<file path="config.mk">
export PLATFORM = sky130hd
export DESIGN_NAME = ladder_logic_evaluator
export DESIGN_NICKNAME = d
export VERILOG_FILES = /design/src/pkg/ladder_pkg.sv /design/src/rtl/condition_stack.sv /design/src/rtl/ladder_logic_evaluator.sv
export SDC_FILE = /design/constraint.sdc
export NUM_CORES = 1
export LEC_CHECK = 0
export BUFFER_PORTS_ARGS = -buffer_cell sky130_fd_sc_hd__buf_2
export CORE_ASPECT_RATIO = 0.5
export CORE_MARGIN = 8
export CORE_UTILIZATION = 53
export CTS_BUF_LIST = sky130_fd_sc_hd__clkbuf_2 sky130_fd_sc_hd__clkbuf_4 sky130_fd_sc_hd__clkbuf_8
export DETAILED_ROUTE_END_ITERATION = 12
export MAX_ROUTING_LAYER = met4
export PLACE_DENSITY_LB_ADDON = 0.05
export SLEW_MARGIN = 20
export SYNTH_ARGS = -nofsm -noshare
export SYNTH_HDL_FRONTEND = slang
export SYNTH_HIERARCHICAL = 1
export SYNTH_SLANG_ARGS = --single-unit
</file>
<file path="constraint.sdc">
create_clock -name clk -period 2.66 [get_ports clk]
set_input_delay 0.665 -clock clk [delete_from_list [all_inputs] [get_ports clk]]
set_output_delay 0.665 -clock clk [all_outputs]
set_load 0.01 [all_outputs]
</file>
<file path="src/pkg/ladder_pkg.sv">
package ladder_pkg;

    localparam int          ADDR_W      = 10;
    localparam int          BIT_ADDR_W  = 12;
    localparam int          INSTR_W     = 4 + BIT_ADDR_W;
    localparam int          STACK_DEPTH = 8;
    localparam int          STACK_PTR_W = 4;

    localparam logic [ADDR_W-1:0] PROG_START = 10'h000;

    typedef enum logic [3:0] {
        OP_NOP          = 4'h0,
        OP_LOAD         = 4'h1,
        OP_LOAD_INV     = 4'h2,
        OP_SERIES       = 4'h3,
        OP_SERIES_INV   = 4'h4,
        OP_PARALLEL     = 4'h5,
        OP_PARALLEL_INV = 4'h6,
        OP_OUT          = 4'h7,
        OP_OUT_INV      = 4'h8,
        OP_BLOCK_AND    = 4'h9,
        OP_BLOCK_OR     = 4'ha,
        OP_END          = 4'hf
    } opcode_e;

    typedef enum logic [2:0] {
        ST_SEARCH = 3'b000,
        ST_SCAN   = 3'b001,
        ST_FETCH  = 3'b011,
        ST_READ   = 3'b010,
        ST_EXEC   = 3'b110,
        ST_HALT   = 3'b100
    } state_e;

endpackage

</file>
<file path="src/rtl/condition_stack.sv">
`timescale 1ns/1ps
module condition_stack
    import ladder_pkg::*;
#(
    parameter int DEPTH = STACK_DEPTH
) (
    input  wire logic       clk,
    input  wire logic       rst_b,
    input  wire logic       clear,
    input  wire logic       push,
    input  wire logic       pop,
    input  wire logic       push_value,
    output logic            top_value,
    output logic            overflow
);

    logic [DEPTH-1:0]       slot_reg;
    logic [DEPTH-1:0]       slot_next;
    logic [STACK_PTR_W-1:0] count_reg;
    logic [STACK_PTR_W-1:0] count_next;
    logic                   ovf_reg;
    logic                   ovf_next;

    // Slots shift like a bit stack, so the most recent save is always slot zero.
    always_comb begin
        slot_next  = slot_reg;
        count_next = count_reg;
        ovf_next   = ovf_reg;
        if (clear) begin
            count_next = '0;
            ovf_next   = 1'b0;
        end else if (push) begin
            slot_next = {slot_reg[DEPTH-2:0], push_value};
            if (count_reg == STACK_PTR_W'(DEPTH)) begin
                ovf_next = 1'b1;
            end else begin
                count_next = count_reg + 1'b1;
            end
        end else if (pop) begin
            slot_next = {1'b0, slot_reg[DEPTH-1:1]};
            if (count_reg != '0) begin
                count_next = count_reg - 1'b1;
            end
        end
    end

    always_ff @(posedge clk or negedge rst_b) begin
        if (!rst_b) begin
            slot_reg  <= '0;
            count_reg <= '0;
            ovf_reg   <= 1'b0;
        end else begin
            slot_reg  <= slot_next;
            count_reg <= count_next;
            ovf_reg   <= ovf_next;
        end
    end

    assign top_value = slot_reg[0];
    assign overflow  = ovf_reg;

endmodule

</file>
<file path="src/rtl/ladder_logic_evaluator.sv">
`timescale 1ns/1ps
// Operation
// - Parallel ORs condition with operand bit; inverted form uses the complement.
// - Mixed series and parallel instructions apply one by one in program order.
// - Output drives its bit equal to the execution condition.
// - Inverted output drives its bit to the complement of the condition.
// - Each scan runs from start to first end, then restarts at start.
// - Nothing after the first end instruction executes.
// - A program without any end instruction never executes.
// - End takes no operand and no condition on its line.
// - A mid-line load saves the condition and restarts from its operand.
// - Only a mid-line load creates a saved condition; each combine takes the latest one still saved.
// - Block conjunction ANDs the condition with the latest saved condition.
// - Block disjunction ORs the condition with the latest saved condition.
// - Block combine instructions carry no operand.
// - Every condition instruction occupies exactly one program line.
// - Series ANDs condition with operand bit; inverted form uses the complement.
// - Load starts the condition at the operand bit or its complement.
// - The saved-condition buffer holds at least eight pending blocks.
// - Execution starts at address zero; each address holds one instruction.
module ladder_logic_evaluator
    import ladder_pkg::*;
#(
    parameter int PROG_DEPTH = 1 << ADDR_W
) (
    input  wire logic                  clk,
    input  wire logic                  rst_b,
    output logic [ADDR_W-1:0]          prog_addr,
    input  wire logic [INSTR_W-1:0]    prog_data,
    output logic [BIT_ADDR_W-1:0]      bit_addr,
    input  wire logic                  bit_rdata,
    output logic                       bit_we,
    output logic                       bit_wdata,
    output logic                       running,
    output logic                       no_end_fault,
    output logic                       scan_done,
    output logic                       buffer_overflow
);

    state_e                  state_reg, state_next;
    logic [ADDR_W-1:0]       pc_reg, pc_next;
    opcode_e                 op_reg, op_next;
    logic [BIT_ADDR_W-1:0]   operand_reg, operand_next;
    logic                    cond_reg, cond_next;
    logic                    line_open_reg, line_open_next;
    logic                    we_reg, we_next;
    logic                    wdata_reg, wdata_next;
    logic                    done_reg, done_next;
    logic                    fault_reg, fault_next;
    logic                    tail_reg, tail_next;
    logic                    push, pop, clear, saved_cond, ovf;
    logic                    opnd;
    logic                    last_addr;

    // Program memory answers one cycle after prog_addr; the bit area answers bit_addr in the same cycle.
    condition_stack #(.DEPTH(STACK_DEPTH)) u_stack (
        .clk        (clk),
        .rst_b      (rst_b),
        .clear      (clear),
        .push       (push),
        .pop        (pop),
        .push_value (cond_reg),
        .top_value  (saved_cond),
        .overflow   (ovf)
    );

    assign last_addr = (pc_reg == ADDR_W'(PROG_DEPTH - 1));
    assign opnd      = bit_rdata;

    always_comb begin
        state_next     = state_reg;
        pc_next        = pc_reg;
        op_next        = op_reg;
        operand_next   = operand_reg;
        cond_next      = cond_reg;
        line_open_next = line_open_reg;
        we_next        = 1'b0;
        wdata_next     = wdata_reg;
        done_next      = 1'b0;
        fault_next     = fault_reg;
        tail_next      = 1'b0;
        push           = 1'b0;
        pop            = 1'b0;
        clear          = 1'b0;
        case (state_reg)
            // A program is only run after an end instruction has been found, which costs a search
            // of memory up to that end at start-up but keeps a program without one inert.
            // The word on prog_data belongs to the address one below pc_reg, except in the
            // first cycle after reset, so the last address is judged one cycle late.
            ST_SEARCH: begin
                pc_next   = pc_reg + 1'b1;
                tail_next = last_addr;
                if (opcode_e'(prog_data[INSTR_W-1 -: 4]) == OP_END) begin
                    if (pc_reg == '0 && !tail_reg) begin
                        state_next = ST_HALT;
                    end else begin
                        state_next = ST_SCAN;
                        pc_next    = PROG_START;
                    end
                end else if (tail_reg) begin
                    state_next = ST_HALT;
                end
            end
            ST_SCAN: begin
                // Idle cycle that lets the word at the start address arrive before the fetch.
                state_next = ST_FETCH;
            end
            ST_FETCH: begin
                op_next      = opcode_e'(prog_data[INSTR_W-1 -: 4]);
                operand_next = prog_data[BIT_ADDR_W-1:0];
                state_next   = ST_READ;
            end
            ST_READ: begin
                // Advancing here gives the memory its cycle before the next fetch.
                state_next = ST_EXEC;
                pc_next    = pc_reg + 1'b1;
            end
            ST_EXEC: begin
                state_next = ST_FETCH;
                case (op_reg)
                    OP_LOAD, OP_LOAD_INV: begin
                        if (line_open_reg) begin
                            push = 1'b1;
                        end
                        cond_next      = (op_reg == OP_LOAD_INV) ? ~opnd : opnd;
                        line_open_next = 1'b1;
                    end
                    OP_SERIES:       cond_next = cond_reg & opnd;
                    OP_SERIES_INV:   cond_next = cond_reg & ~opnd;
                    OP_PARALLEL:     cond_next = cond_reg | opnd;
                    OP_PARALLEL_INV: cond_next = cond_reg | ~opnd;
                    OP_BLOCK_AND: begin
                        cond_next = cond_reg & saved_cond;
                        pop       = 1'b1;
                    end
                    OP_BLOCK_OR: begin
                        cond_next = cond_reg | saved_cond;
                        pop       = 1'b1;
                    end
                    OP_OUT, OP_OUT_INV: begin
                        we_next        = 1'b1;
                        wdata_next     = (op_reg == OP_OUT_INV) ? ~cond_reg : cond_reg;
                        line_open_next = 1'b0;
                        clear          = 1'b1;
                    end
                    OP_END: begin
                        // The operand field is ignored and the line is closed.
                        pc_next        = PROG_START;
                        line_open_next = 1'b0;
                        clear          = 1'b1;
                        done_next      = 1'b1;
                        state_next     = ST_SCAN;
                    end
                    default: ;
                endcase
            end
            ST_HALT: begin
                fault_next = 1'b1;
            end
            default: state_next = ST_SEARCH;
        endcase
    end

    always_ff @(posedge clk or negedge rst_b) begin
        if (!rst_b) begin
            state_reg     <= ST_SEARCH;
            pc_reg        <= PROG_START;
            op_reg        <= OP_NOP;
            operand_reg   <= '0;
            cond_reg      <= 1'b0;
            line_open_reg <= 1'b0;
            we_reg        <= 1'b0;
            wdata_reg     <= 1'b0;
            done_reg      <= 1'b0;
            fault_reg     <= 1'b0;
            tail_reg      <= 1'b0;
        end else begin
            state_reg     <= state_next;
            pc_reg        <= pc_next;
            op_reg        <= op_next;
            operand_reg   <= operand_next;
            cond_reg      <= cond_next;
            line_open_reg <= line_open_next;
            we_reg        <= we_next;
            wdata_reg     <= wdata_next;
            done_reg      <= done_next;
            fault_reg     <= fault_next;
            tail_reg      <= tail_next;
        end
    end

    // Output register of the bit address mirrors the latched operand.
    logic [BIT_ADDR_W-1:0] baddr_reg;
    logic                  run_reg;
    logic                  ovf_reg;
    always_ff @(posedge clk or negedge rst_b) begin
        if (!rst_b) begin
            baddr_reg <= '0;
            run_reg   <= 1'b0;
            ovf_reg   <= 1'b0;
        end else begin
            baddr_reg <= operand_next;
            run_reg   <= (state_next != ST_SEARCH) && (state_next != ST_HALT);
            ovf_reg   <= ovf;
        end
    end

    assign prog_addr       = pc_reg;
    assign bit_addr        = baddr_reg;
    assign bit_we          = we_reg;
    assign bit_wdata       = wdata_reg;
    assign running         = run_reg;
    assign no_end_fault    = fault_reg;
    assign scan_done       = done_reg;
    assign buffer_overflow = ovf_reg;

    out_follows_a: assert property (@(posedge clk) disable iff (!rst_b)
        (state_reg == ST_EXEC && op_reg == OP_OUT) |=> (bit_we && bit_wdata == $past(cond_reg)))
        else $error("output bit does not follow condition");
    out_inv_a: assert property (@(posedge clk) disable iff (!rst_b)
        (state_reg == ST_EXEC && op_reg == OP_OUT_INV) |=> (bit_we && bit_wdata != $past(cond_reg)))
        else $error("inverted output not complemented");
    par_or_a: assert property (@(posedge clk) disable iff (!rst_b)
        (state_reg == ST_EXEC && op_reg == OP_PARALLEL) |=> cond_reg == ($past(cond_reg) | $past(opnd)))
        else $error("parallel condition wrong");
    ser_and_a: assert property (@(posedge clk) disable iff (!rst_b)
        (state_reg == ST_EXEC && op_reg == OP_SERIES_INV) |=> cond_reg == ($past(cond_reg) & ~$past(opnd)))
        else $error("inverted series condition wrong");
    load_start_a: assert property (@(posedge clk) disable iff (!rst_b)
        (state_reg == ST_EXEC && op_reg == OP_LOAD_INV) |=> cond_reg == ~$past(opnd))
        else $error("inverted load start wrong");
    end_wrap_a: assert property (@(posedge clk) disable iff (!rst_b)
        (state_reg == ST_EXEC && op_reg == OP_END) |=> (prog_addr == PROG_START && scan_done))
        else $error("end did not wrap scan");
    blk_and_a: assert property (@(posedge clk) disable iff (!rst_b)
        (state_reg == ST_EXEC && op_reg == OP_BLOCK_AND) |=> cond_reg == ($past(cond_reg) & $past(saved_cond)))
        else $error("block conjunction wrong");
    blk_or_a: assert property (@(posedge clk) disable iff (!rst_b)
        (state_reg == ST_EXEC && op_reg == OP_BLOCK_OR) |=> cond_reg == ($past(cond_reg) | $past(saved_cond)))
        else $error("block disjunction wrong");
    no_end_halt_a: assert property (@(posedge clk) disable iff (!rst_b)
        (state_reg == ST_HALT) |-> (!bit_we && !running))
        else $error("program ran without end");
    scan_cov: cover property (@(posedge clk) disable iff (!rst_b) scan_done);
    push_cov: cover property (@(posedge clk) disable iff (!rst_b) push);
    fault_cov: cover property (@(posedge clk) disable iff (!rst_b) no_end_fault);

endmodule

</file>
=== Word-level counts from Yosys, hierarchy flattened ===
Index checks and enable logic that the tools add are counted.

* Register bits after elaboration: 51
* Input port bits: 19
* Output and inout bits: 28

* $add $sub $neg: 3
* Equality and inequality tests: 22
* Muxes and demuxes: 35
* Bitwise gates (word level): 9
* Reduce and logical (&&, ||, !) cells: 26

{| class="wikitable"
|+ Operator list
! operator !! count
|-
| 2-to-1 mux 10 bit || 3
|-
| case mux 10 bit (3 select lines) || 1
|-
| == test 4 bit (second input constant) || 6
|-
| 2-to-1 mux 4 bit || 5
|-
| case mux 3 bit (6 select lines) || 1
|-
| 2-to-1 mux 1 bit || 17
|-
| == test 4 x 3 -> 1 bit (second input constant) || 4
|-
| 2-to-1 mux 8 bit || 2
|-
| AND reduction 2 bit || 6
|-
| nonzero test 3 bit || 4
|-
| adder 10 x 1 -> 10 bit (second input constant) || 1
|-
| == test 10 bit (second input constant) || 1
|-
| logical NOT 10 bit || 1
|-
| 2-to-1 mux 3 bit || 3
|-
| == test 4 x 2 -> 1 bit (second input constant) || 2
|-
| nonzero test 2 bit || 4
|-
| case mux 1 bit (7 select lines) || 1
|-
| nonzero test 7 bit || 1
|-
| == test 3 x 2 -> 1 bit (second input constant) || 2
|-
| == test 3 bit (second input constant) || 2
|-
| != test 3 bit (second input constant) || 2
|-
| OR reduction 2 bit || 3
|-
| adder 4 x 1 -> 4 bit (second input constant) || 1
|-
| == test 4 x 1 -> 1 bit (second input constant) || 1
|-
| 14 further kinds || 21
|}

=== Logic depth before layout (Yosys ltp) ===
Gate-level depths: netlist of run 1.

* Word-level depth: 7
* Mapped depth: 12

=== Hierarchy ===
The synthesis of run 1 kept the hierarchy.

{| class="wikitable"
|+ By module, submodules not included
! module !! instances !! cells an instance !! area an instance (um^2) !! seq. area each (um^2)
|-
| ladder_logic_evaluator || 1 || 189 || 2039.5 || 950.9
|-
| condition_stack || 1 || 74 || 758.2 || 325.3
|}

=== Worst setup path after synthesis of run 1 ===
No wires, ideal clock.

* Path kind: register -> register
* Start point: reg state_reg[0]
* End point: reg u_stack.count_reg[3]
* Arrival time: 2.410 ns
* Data required time: 2.566 ns
* Slack: 0.156 ns
* Cell stages (with the launch flop): 13
* Clock period less this slack: 2.504 ns
* Cells stage by stage: dfrtp_1 -> buf_6 -> nand3b_1 -> buf_2 -> nor3_1 -> and3b_1 -> buf_2 -> buf_2 -> inv_1 -> ha_1 -> nand3_1 -> and3_1 -> a211oi_1

* Word-level cells in the longest chain between the ends: 4
* Elaborated cells on any way between the ends: 10
* Those cells by class: eq/ne (2); mux (5); reduce/logical (3)

{| class="wikitable"
|+ Ends and longest elaborated chain
! item !! RTL line !! RTL
|-
| start, declared || ladder_logic_evaluator.sv:40 || <nowiki>state_e state_reg, state_next;</nowiki>
|-
| start signal, assigned || ladder_logic_evaluator.sv:178 || <nowiki>state_reg <= state_next;</nowiki>
|-
| == test 3 bit * || ladder_logic_evaluator.sv:85 || <nowiki>case (state_reg)</nowiki>
|-
| 2-to-1 mux 1 bit * || ladder_logic_evaluator.sv:85 ||
|-
| named net push || ladder_logic_evaluator.sv:51 || <nowiki>logic push, pop, clear, saved_cond, ovf;</nowiki>
|-
| != test 3 bit (no source line) (tied with other cells) || -- ||
|-
| AND reduction 3 bit (no source line) or 2-to-1 mux 4 bit (tied branches) || -- ||
|-
| end signal, assigned || condition_stack.sv:54 || <nowiki>count_reg <= count_next;</nowiki>
|-
| end, declared || condition_stack.sv:19 || <nowiki>logic [STACK_PTR_W-1:0] count_reg;</nowiki>
|}

The timed path passes the listed nets; every way through them passes the cells marked *.
A chain may end at the register's enable or synchronous reset.

=== Worst setup path in the final report of run 1 ===
Ends and elaborated chain as after synthesis.

==> flow_summary_export.csv, run 1 <==
group,metric,value,unit
timing,maxSlewViolCount,0,
critical_path,start_kind,"flip-flop",
synthesis,synth_fp_nets,287,
cts,cts_sinks,51,
placed_design,dp_slack,0.1598,ns
critical_path,cp_top_family,"simple AND/OR/NAND/NOR gates",
timing,hold_viol,0,
layout,nets,332,
timing,setup_viol,0,
layout,area_growth,13.77,%
cts,cts-root-buf,"clkbuf_8",
drt,via_count,2247,
die,die-area,8001,µm²
synthesis,yosysMostFrequentCell,"dfrtp_1",
grt,antenna_found_initial,0,
critical_path,path_depth,8,
cts,htree_levels,2,
synthesis,syn-cell-area,2798,µm²
grt,grt_pass1_vias,2206,
synthesis,avgSynthCellArea,10.64,µm²
cts,cts_hold_buf,0,
die,rows,18,
critical_path,crit_required,2.86,ns
cts,cts_setup_buffers,0,
timing,rsz0062_at_grt,"no",
grt,overflow,0,
die,initial_utilization,0.5596,
cts,cts_tree,"done",
grt,grt_max_degree,29,
die,fp.dieH,67.38,µm
timing,hold_ws,0.1875,ns
timing,tightest_slew,0.7769,ns
synthesis,yosysWarnings,6,
drt,ant_nets,0,
grt,grt_usage,0.1647,
cts,cts_buffer_depth,2,
timing,finClkSkew,0.01233,ns
critical_path,critPathCaptureType,"flip-flop",
layout,num_antenna_cells,0,
timing,fin_ws,0.2363,ns
min_path,min_path_type,"in -> async",
synthesis,async_flop_share,1.000,
die,die_w,118.8,µm
placed_design,io_buffers,46,
job,maxCapViolCount,0,
grt,grt_first_pass_wirelength,10590,µm
synthesis,yosysSeqAreaShare,0.4562,
drt,wire_per_inst,16.30,µm
timing,slew_headroom,0.4805,
die,pin_count,47,
die,core,5000,µm²
synthesis,syn_inst,263,
timing,fin_tns_setup,0,ns
layout,seq_area,1276,µm²
pwr,power_density,1110,nW/µm²
timing,timing.final.crit_period,2.424,ns
critical_path,reg2reg_depth,8,
placed_design,dp.final_hpwl,4485,µm
pwr,leakage,1.356,nW
pwr,ir_drop,0.5638,mV
cts,clk-insertion-delay-late,0.30,ns
synthesis,synth.distinct_cells,62,
layout,multi_input_area,1386,µm²
synthesis,synthTopCellsByCount,"dfrtp_1 (51), mux2_2 (17), o21ai_0 (15)",
critical_path,cpPeakStageDelay,0.49,ns
placed_design,place.gp.congestion,0.8086,
drt,drtIter0Drc,134,
drt,first_pass_iters,4,
critical_path,cp_max_fo,10,
layout,drive_above_1_share,0.3042,
pwr,p_total,3.532,mW
synthesis,synth_ff_type,"dfrtp_1",
critical_path,slowest_stage,"dfrtp_1",
drt,viasPerCell,5.929,
timing,finalCritPeriodShare,0.9112,
synthesis,synth_edf_count,0,
synthesis,synth_top_area_frac,0.4562,
critical_path,critical_path_class,"reg -> reg",
drt,post-route-drc-count,0,
cts,cts-buffers-inserted,5,
layout,largest_register_ffs,12,
layout,n_fill_cell,440,
synthesis,ys_ff_latch,51,
cts,clkTransAtPathRegs,0.10,ns
critical_path,path_cells,"nand3b_1 -> nor3_1 -> and3b_2 -> inv_1 -> ha_1 -> nand3_1 -> and3_1 -> a211oi_1",
critical_path,worstPathBufferInverterCount,1,
cts,ctsResizeCount,0,
timing,fmax,0.4126,GHz
synthesis,synth_area_leaders,"dfrtp_1 (46%), mux2_2 (6.8%), a22oi_1 (3.5%)",
drt,routed_wl,6178,µm
synthesis,synth_top_area_cell,"dfrtp_1",
critical_path,arrival,2.63,ns
outcome,outcome,"finished clean",
-- logic make-up after synthesis --
kind of cell | share of synthesized area
simple gates | 0.1682
mux | 0.07200
flops | 0.4562
buf+inv | 0.04875
xor+xnor | 0.009393
fa+ha+maj | 0.02505
compound gates | 0.2205
-- worst paths after layout --
| path | from | slack (ns) | to |
|---|---|---|---|
| max | state_reg[0] | 0.24 | u_stack/count_reg[3] |
| min | rst_b | 0.19 | line_open_reg |
| max reg2reg | state_reg[0] | 0.24 | u_stack/count_reg[3] |
| min reg2reg | u_stack/overflow | 0.40 | buffer_overflow |
| max in group asynchronous | rst_b | 1.88 | bit_addr[1] |
| min in group clk | u_stack/overflow | 0.40 | buffer_overflow |
-- where the power goes --
group	internal, mW	switching, mW	leakage (nW)
Sequential	1.05	0.391	0.629
Combinational	0.741	0.802	0.669
Clock	0.281	0.266	0.0581
Total	2.07	1.46	1.36
-- area by class of cell --
class                           count  area share
Multi-Input combinational cell    187      0.4355
Sequential cell                    51      0.4009
Timing Repair Buffer               53     0.08884
Tap cell                           70     0.02752
Clock buffer                        5     0.02162
Clock inverter                      3     0.01376
Inverter                           10     0.01179
-- cells in the final DEF, fill, tap and decap left out, drive strengths merged, types with 2 or more instances in the layout --
master   instances
nor4b            2
or4              2
nor2            14
dfrtp           51
and4             3
o31ai            5
buf             53
a21oi            9
o311ai           4
clkbuf           5
a22oi           13
o211ai           8
o21ai           16
nand4            5
o221ai           2
nand2           14
mux2            17
nand3            8
nand2b           6
ha               4
o22ai            2
and2             3
nor4             2
nor2b            5
o31a             3
and3             2
nand4b           2
a2bb2oi          2
nand3b           4
a211oi           3
a31oi            4
inv             10
clkinv           2
nor3             4
xor2             2
-- layer usage --
metal / vias up / global-route usage / part of all wire
met5: - / - / 0
met3: 6 / 0.03661 / 0.031
met4: 0 / 0.04212 / 0.0073
met2: 41 / 0.2928 / 0.50
met1: 1112 / 0.1894 / 0.46
li1: 1088 / - / -
-- stage by stage --
| step | std cells | util | cell area, µm² |
|---|---|---|---|
| 2_1_floorplan | 263 | - | 2798 |
| 3_3_place_gp | 371 | 0.6139 | 3069 |
| 3_5_place_dp | 371 | 0.6139 | 3069 |
| 4_1_cts | 379 | 0.6364 | 3182 |
| 5_1_grt | 379 | 0.6366 | 3183 |
| 6_report | 379 | 0.6366 | 3183 |
Note: power is estimated with default switching activity, not from simulation.
==> run 2: changes to the inputs <==
--- a/config.mk
+++ b/config.mk
@@ -8,7 +8,7 @@
 export BUFFER_PORTS_ARGS = -buffer_cell sky130_fd_sc_hd__buf_2
 export CORE_ASPECT_RATIO = 0.5
 export CORE_MARGIN = 8
-export CORE_UTILIZATION = 53
+export CORE_UTILIZATION = 56
 export CTS_BUF_LIST = sky130_fd_sc_hd__clkbuf_2 sky130_fd_sc_hd__clkbuf_4 sky130_fd_sc_hd__clkbuf_8
 export DETAILED_ROUTE_END_ITERATION = 12
 export MAX_ROUTING_LAYER = met4
==> constraint.sdc (replaced) <==
create_clock -name clk -period 2.5 [get_ports clk]
set_input_delay 0.625 -clock clk [delete_from_list [all_inputs] [get_ports clk]]
set_output_delay 0.625 -clock clk [all_outputs]
set_load 0.01 [all_outputs]
==> flow_summary_export.csv, run 2 (synthesis results as in run 1) <==
group,metric,value,unit
outcome,outcome,"finished clean",
drt,post-route-drc-count,0,
drt,highest_layer,"met4",
drt,wire_per_inst,15.97,µm
drt,wl_met1,2761,µm
drt,drtIter0Drc,169,
critical_path,start_kind,"flip-flop",
drt,viasPerCell,5.900,
grt,antenna_found_initial,0,
pwr,leakage,1.360,nW
placed_design,dp_slack,0.3148,ns
die,fp.dieH,65.98,µm
min_path,holdPathStages,0,
timing,tightest_slew,0.7742,ns
die,rows,18,
drt,via_count,2248,
die,initial_utilization,0.5751,
critical_path,r2r_setup_slack,0.30,ns
critical_path,critical_path_class,"reg -> reg",
critical_path,arrival,2.43,ns
die,core,4865,µm²
grt,grt_pass1_vias,2316,
grt,grt_first_pass_wirelength,11100,µm
cts,cts_sinks,51,
cts,clkTransAtPathRegs,0.09,ns
cts,clk-insertion-delay-late,0.30,ns
layout,layout_common_cells,"dfrtp_1 (51), buf_2 (46), mux2_2 (17), o21ai_0 (15)",
placed_design,io_buffers,46,
critical_path,reg2reg_depth,7,
drt,ant_nets,0,
layout,seq_area,1276,µm²
layout,final_area,3179,µm²
grt,overflow,0,
timing,hold_viol,0,
critical_path,r2r_start,"state_reg[1]",
layout,num_antenna_cells,0,
placed_design,place_area,3092,µm²
drt,wl_met3,194,µm
timing,finalCritPeriodShare,0.8808,
timing,fin_tns_setup,0,ns
min_path,holdPathEnd,"buffer_overflow",
critical_path,crit_required,2.73,ns
layout,mostFrequentLayoutCell,"dfrtp_1",
timing,fin_ws,0.2980,ns
drt,first_pass_iters,4,
cts,cts-buffers-inserted,5,
cts,cts-root-buf,"clkbuf_8",
critical_path,cp_max_fo,19,
placed_design,place.gp.congestion,0.8540,
pwr,power_density,1156,nW/µm²
layout,largest_register_ffs,12,
job,maxCapViolCount,0,
die,pin_count,47,
cts,ctsResizeCount,0,
timing,timing.final.crit_period,2.202,ns
cts,cts_tree,"done",
drt,wl_met2,3060,µm
layout,nets,335,
cts,cts_setup_buffers,0,
die,die_w,116.0,µm
pwr,ir_drop,0.5844,mV
cts,cts_buffer_depth,2,
critical_path,timing.rr.end,"u_stack/count_reg[1]",
timing,hold_ws,0.4042,ns
min_path,min_path_type,"reg -> reg",
layout,drive_above_1_share,0.3055,
timing,maxSlewViolCount,0,
critical_path,critPathCaptureType,"flip-flop",
drt,routed_wl,6083,µm
layout,area_growth,13.64,%
timing,fmax,0.4541,GHz
cts,cts_hold_buf,0,
placed_design,dp.final_hpwl,4409,µm
die,die-area,7651,µm²
timing,slew_headroom,0.4823,
grt,grt_max_degree,52,
min_path,min_from,"u_stack/overflow",
timing,rsz0062_at_grt,"no",
cts,htree_levels,2,
grt,grt_usage,0.1863,
layout,multi_input_area,1385,µm²
timing,setup_viol,0,
timing,finClkSkew,0.004717,ns
layout,n_fill_cell,421,
==> run 2: worst max path at each step <==
stage | to | slack, ns | start
global placement | u_stack/count_reg[1] | 0.39 | state_reg[1]
global route | u_stack/count_reg[1] | 0.1 | state_reg[1]
detailed placement | u_stack/count_reg[1] | 0.31 | state_reg[1]
finish | u_stack/count_reg[1] | 0.30 | state_reg[1]
CTS | u_stack/count_reg[1] | 0.28 | state_reg[1]
floorplan | u_stack/count_reg[3] | 0.05 | state_reg[0]
==> run 2: per-layer routing <==
layer | GRT usage | vias to the layer above
met2 | 0.3090 | 41
met1 | 0.2234 | 1111
met3 | 0.04463 | 9
met4 | 0.05280 | 0
met5 | - | -
li1 | - | 1087
==> run 2: through the flow <==
step | utilization | instances | total power, mW
finish | 0.6535 | 381 | 3.676
floorplan | - | 263 | 2.728
detailed placement | 0.6355 | 374 | 3.225
global route | 0.6535 | 381 | 4.018
CTS | 0.6535 | 381 | 3.722
global placement | 0.6355 | 374 | 3.134
==> run 2: where the power goes <==
| group | leakage (nW) | switching, mW | internal, mW | total (mW) |
|---|---|---|---|---|
| Combinational | 0.685 | 0.886 | 0.814 | 1.70 |
| Sequential | 0.629 | 0.376 | 1.12 | 1.50 |
| Clock | 0.0470 | 0.262 | 0.218 | 0.480 |
| Total | 1.36 | 1.52 | 2.15 | 3.68 |
==> run 2: area by class of cell <==
class | instances | share of cell area
sequential | 51 | 0.4014
timing repair buffer | 56 | 0.09603
multi-input combinational | 187 | 0.4357
clock inverter | 1 | 0.001574
tap | 70 | 0.02755
inverter | 10 | 0.01181
clock buffer | 6 | 0.02597
==> run 2: critical path: stages (launching register included) <==
cell and delay, ns:
dfrtp_1 0.47, nand3b_1 0.14, nor3_1 0.24, and3b_1 0.23
buf_4 0.23, fa_1 0.42, a311o_1 0.28, mux2i_1 0.12
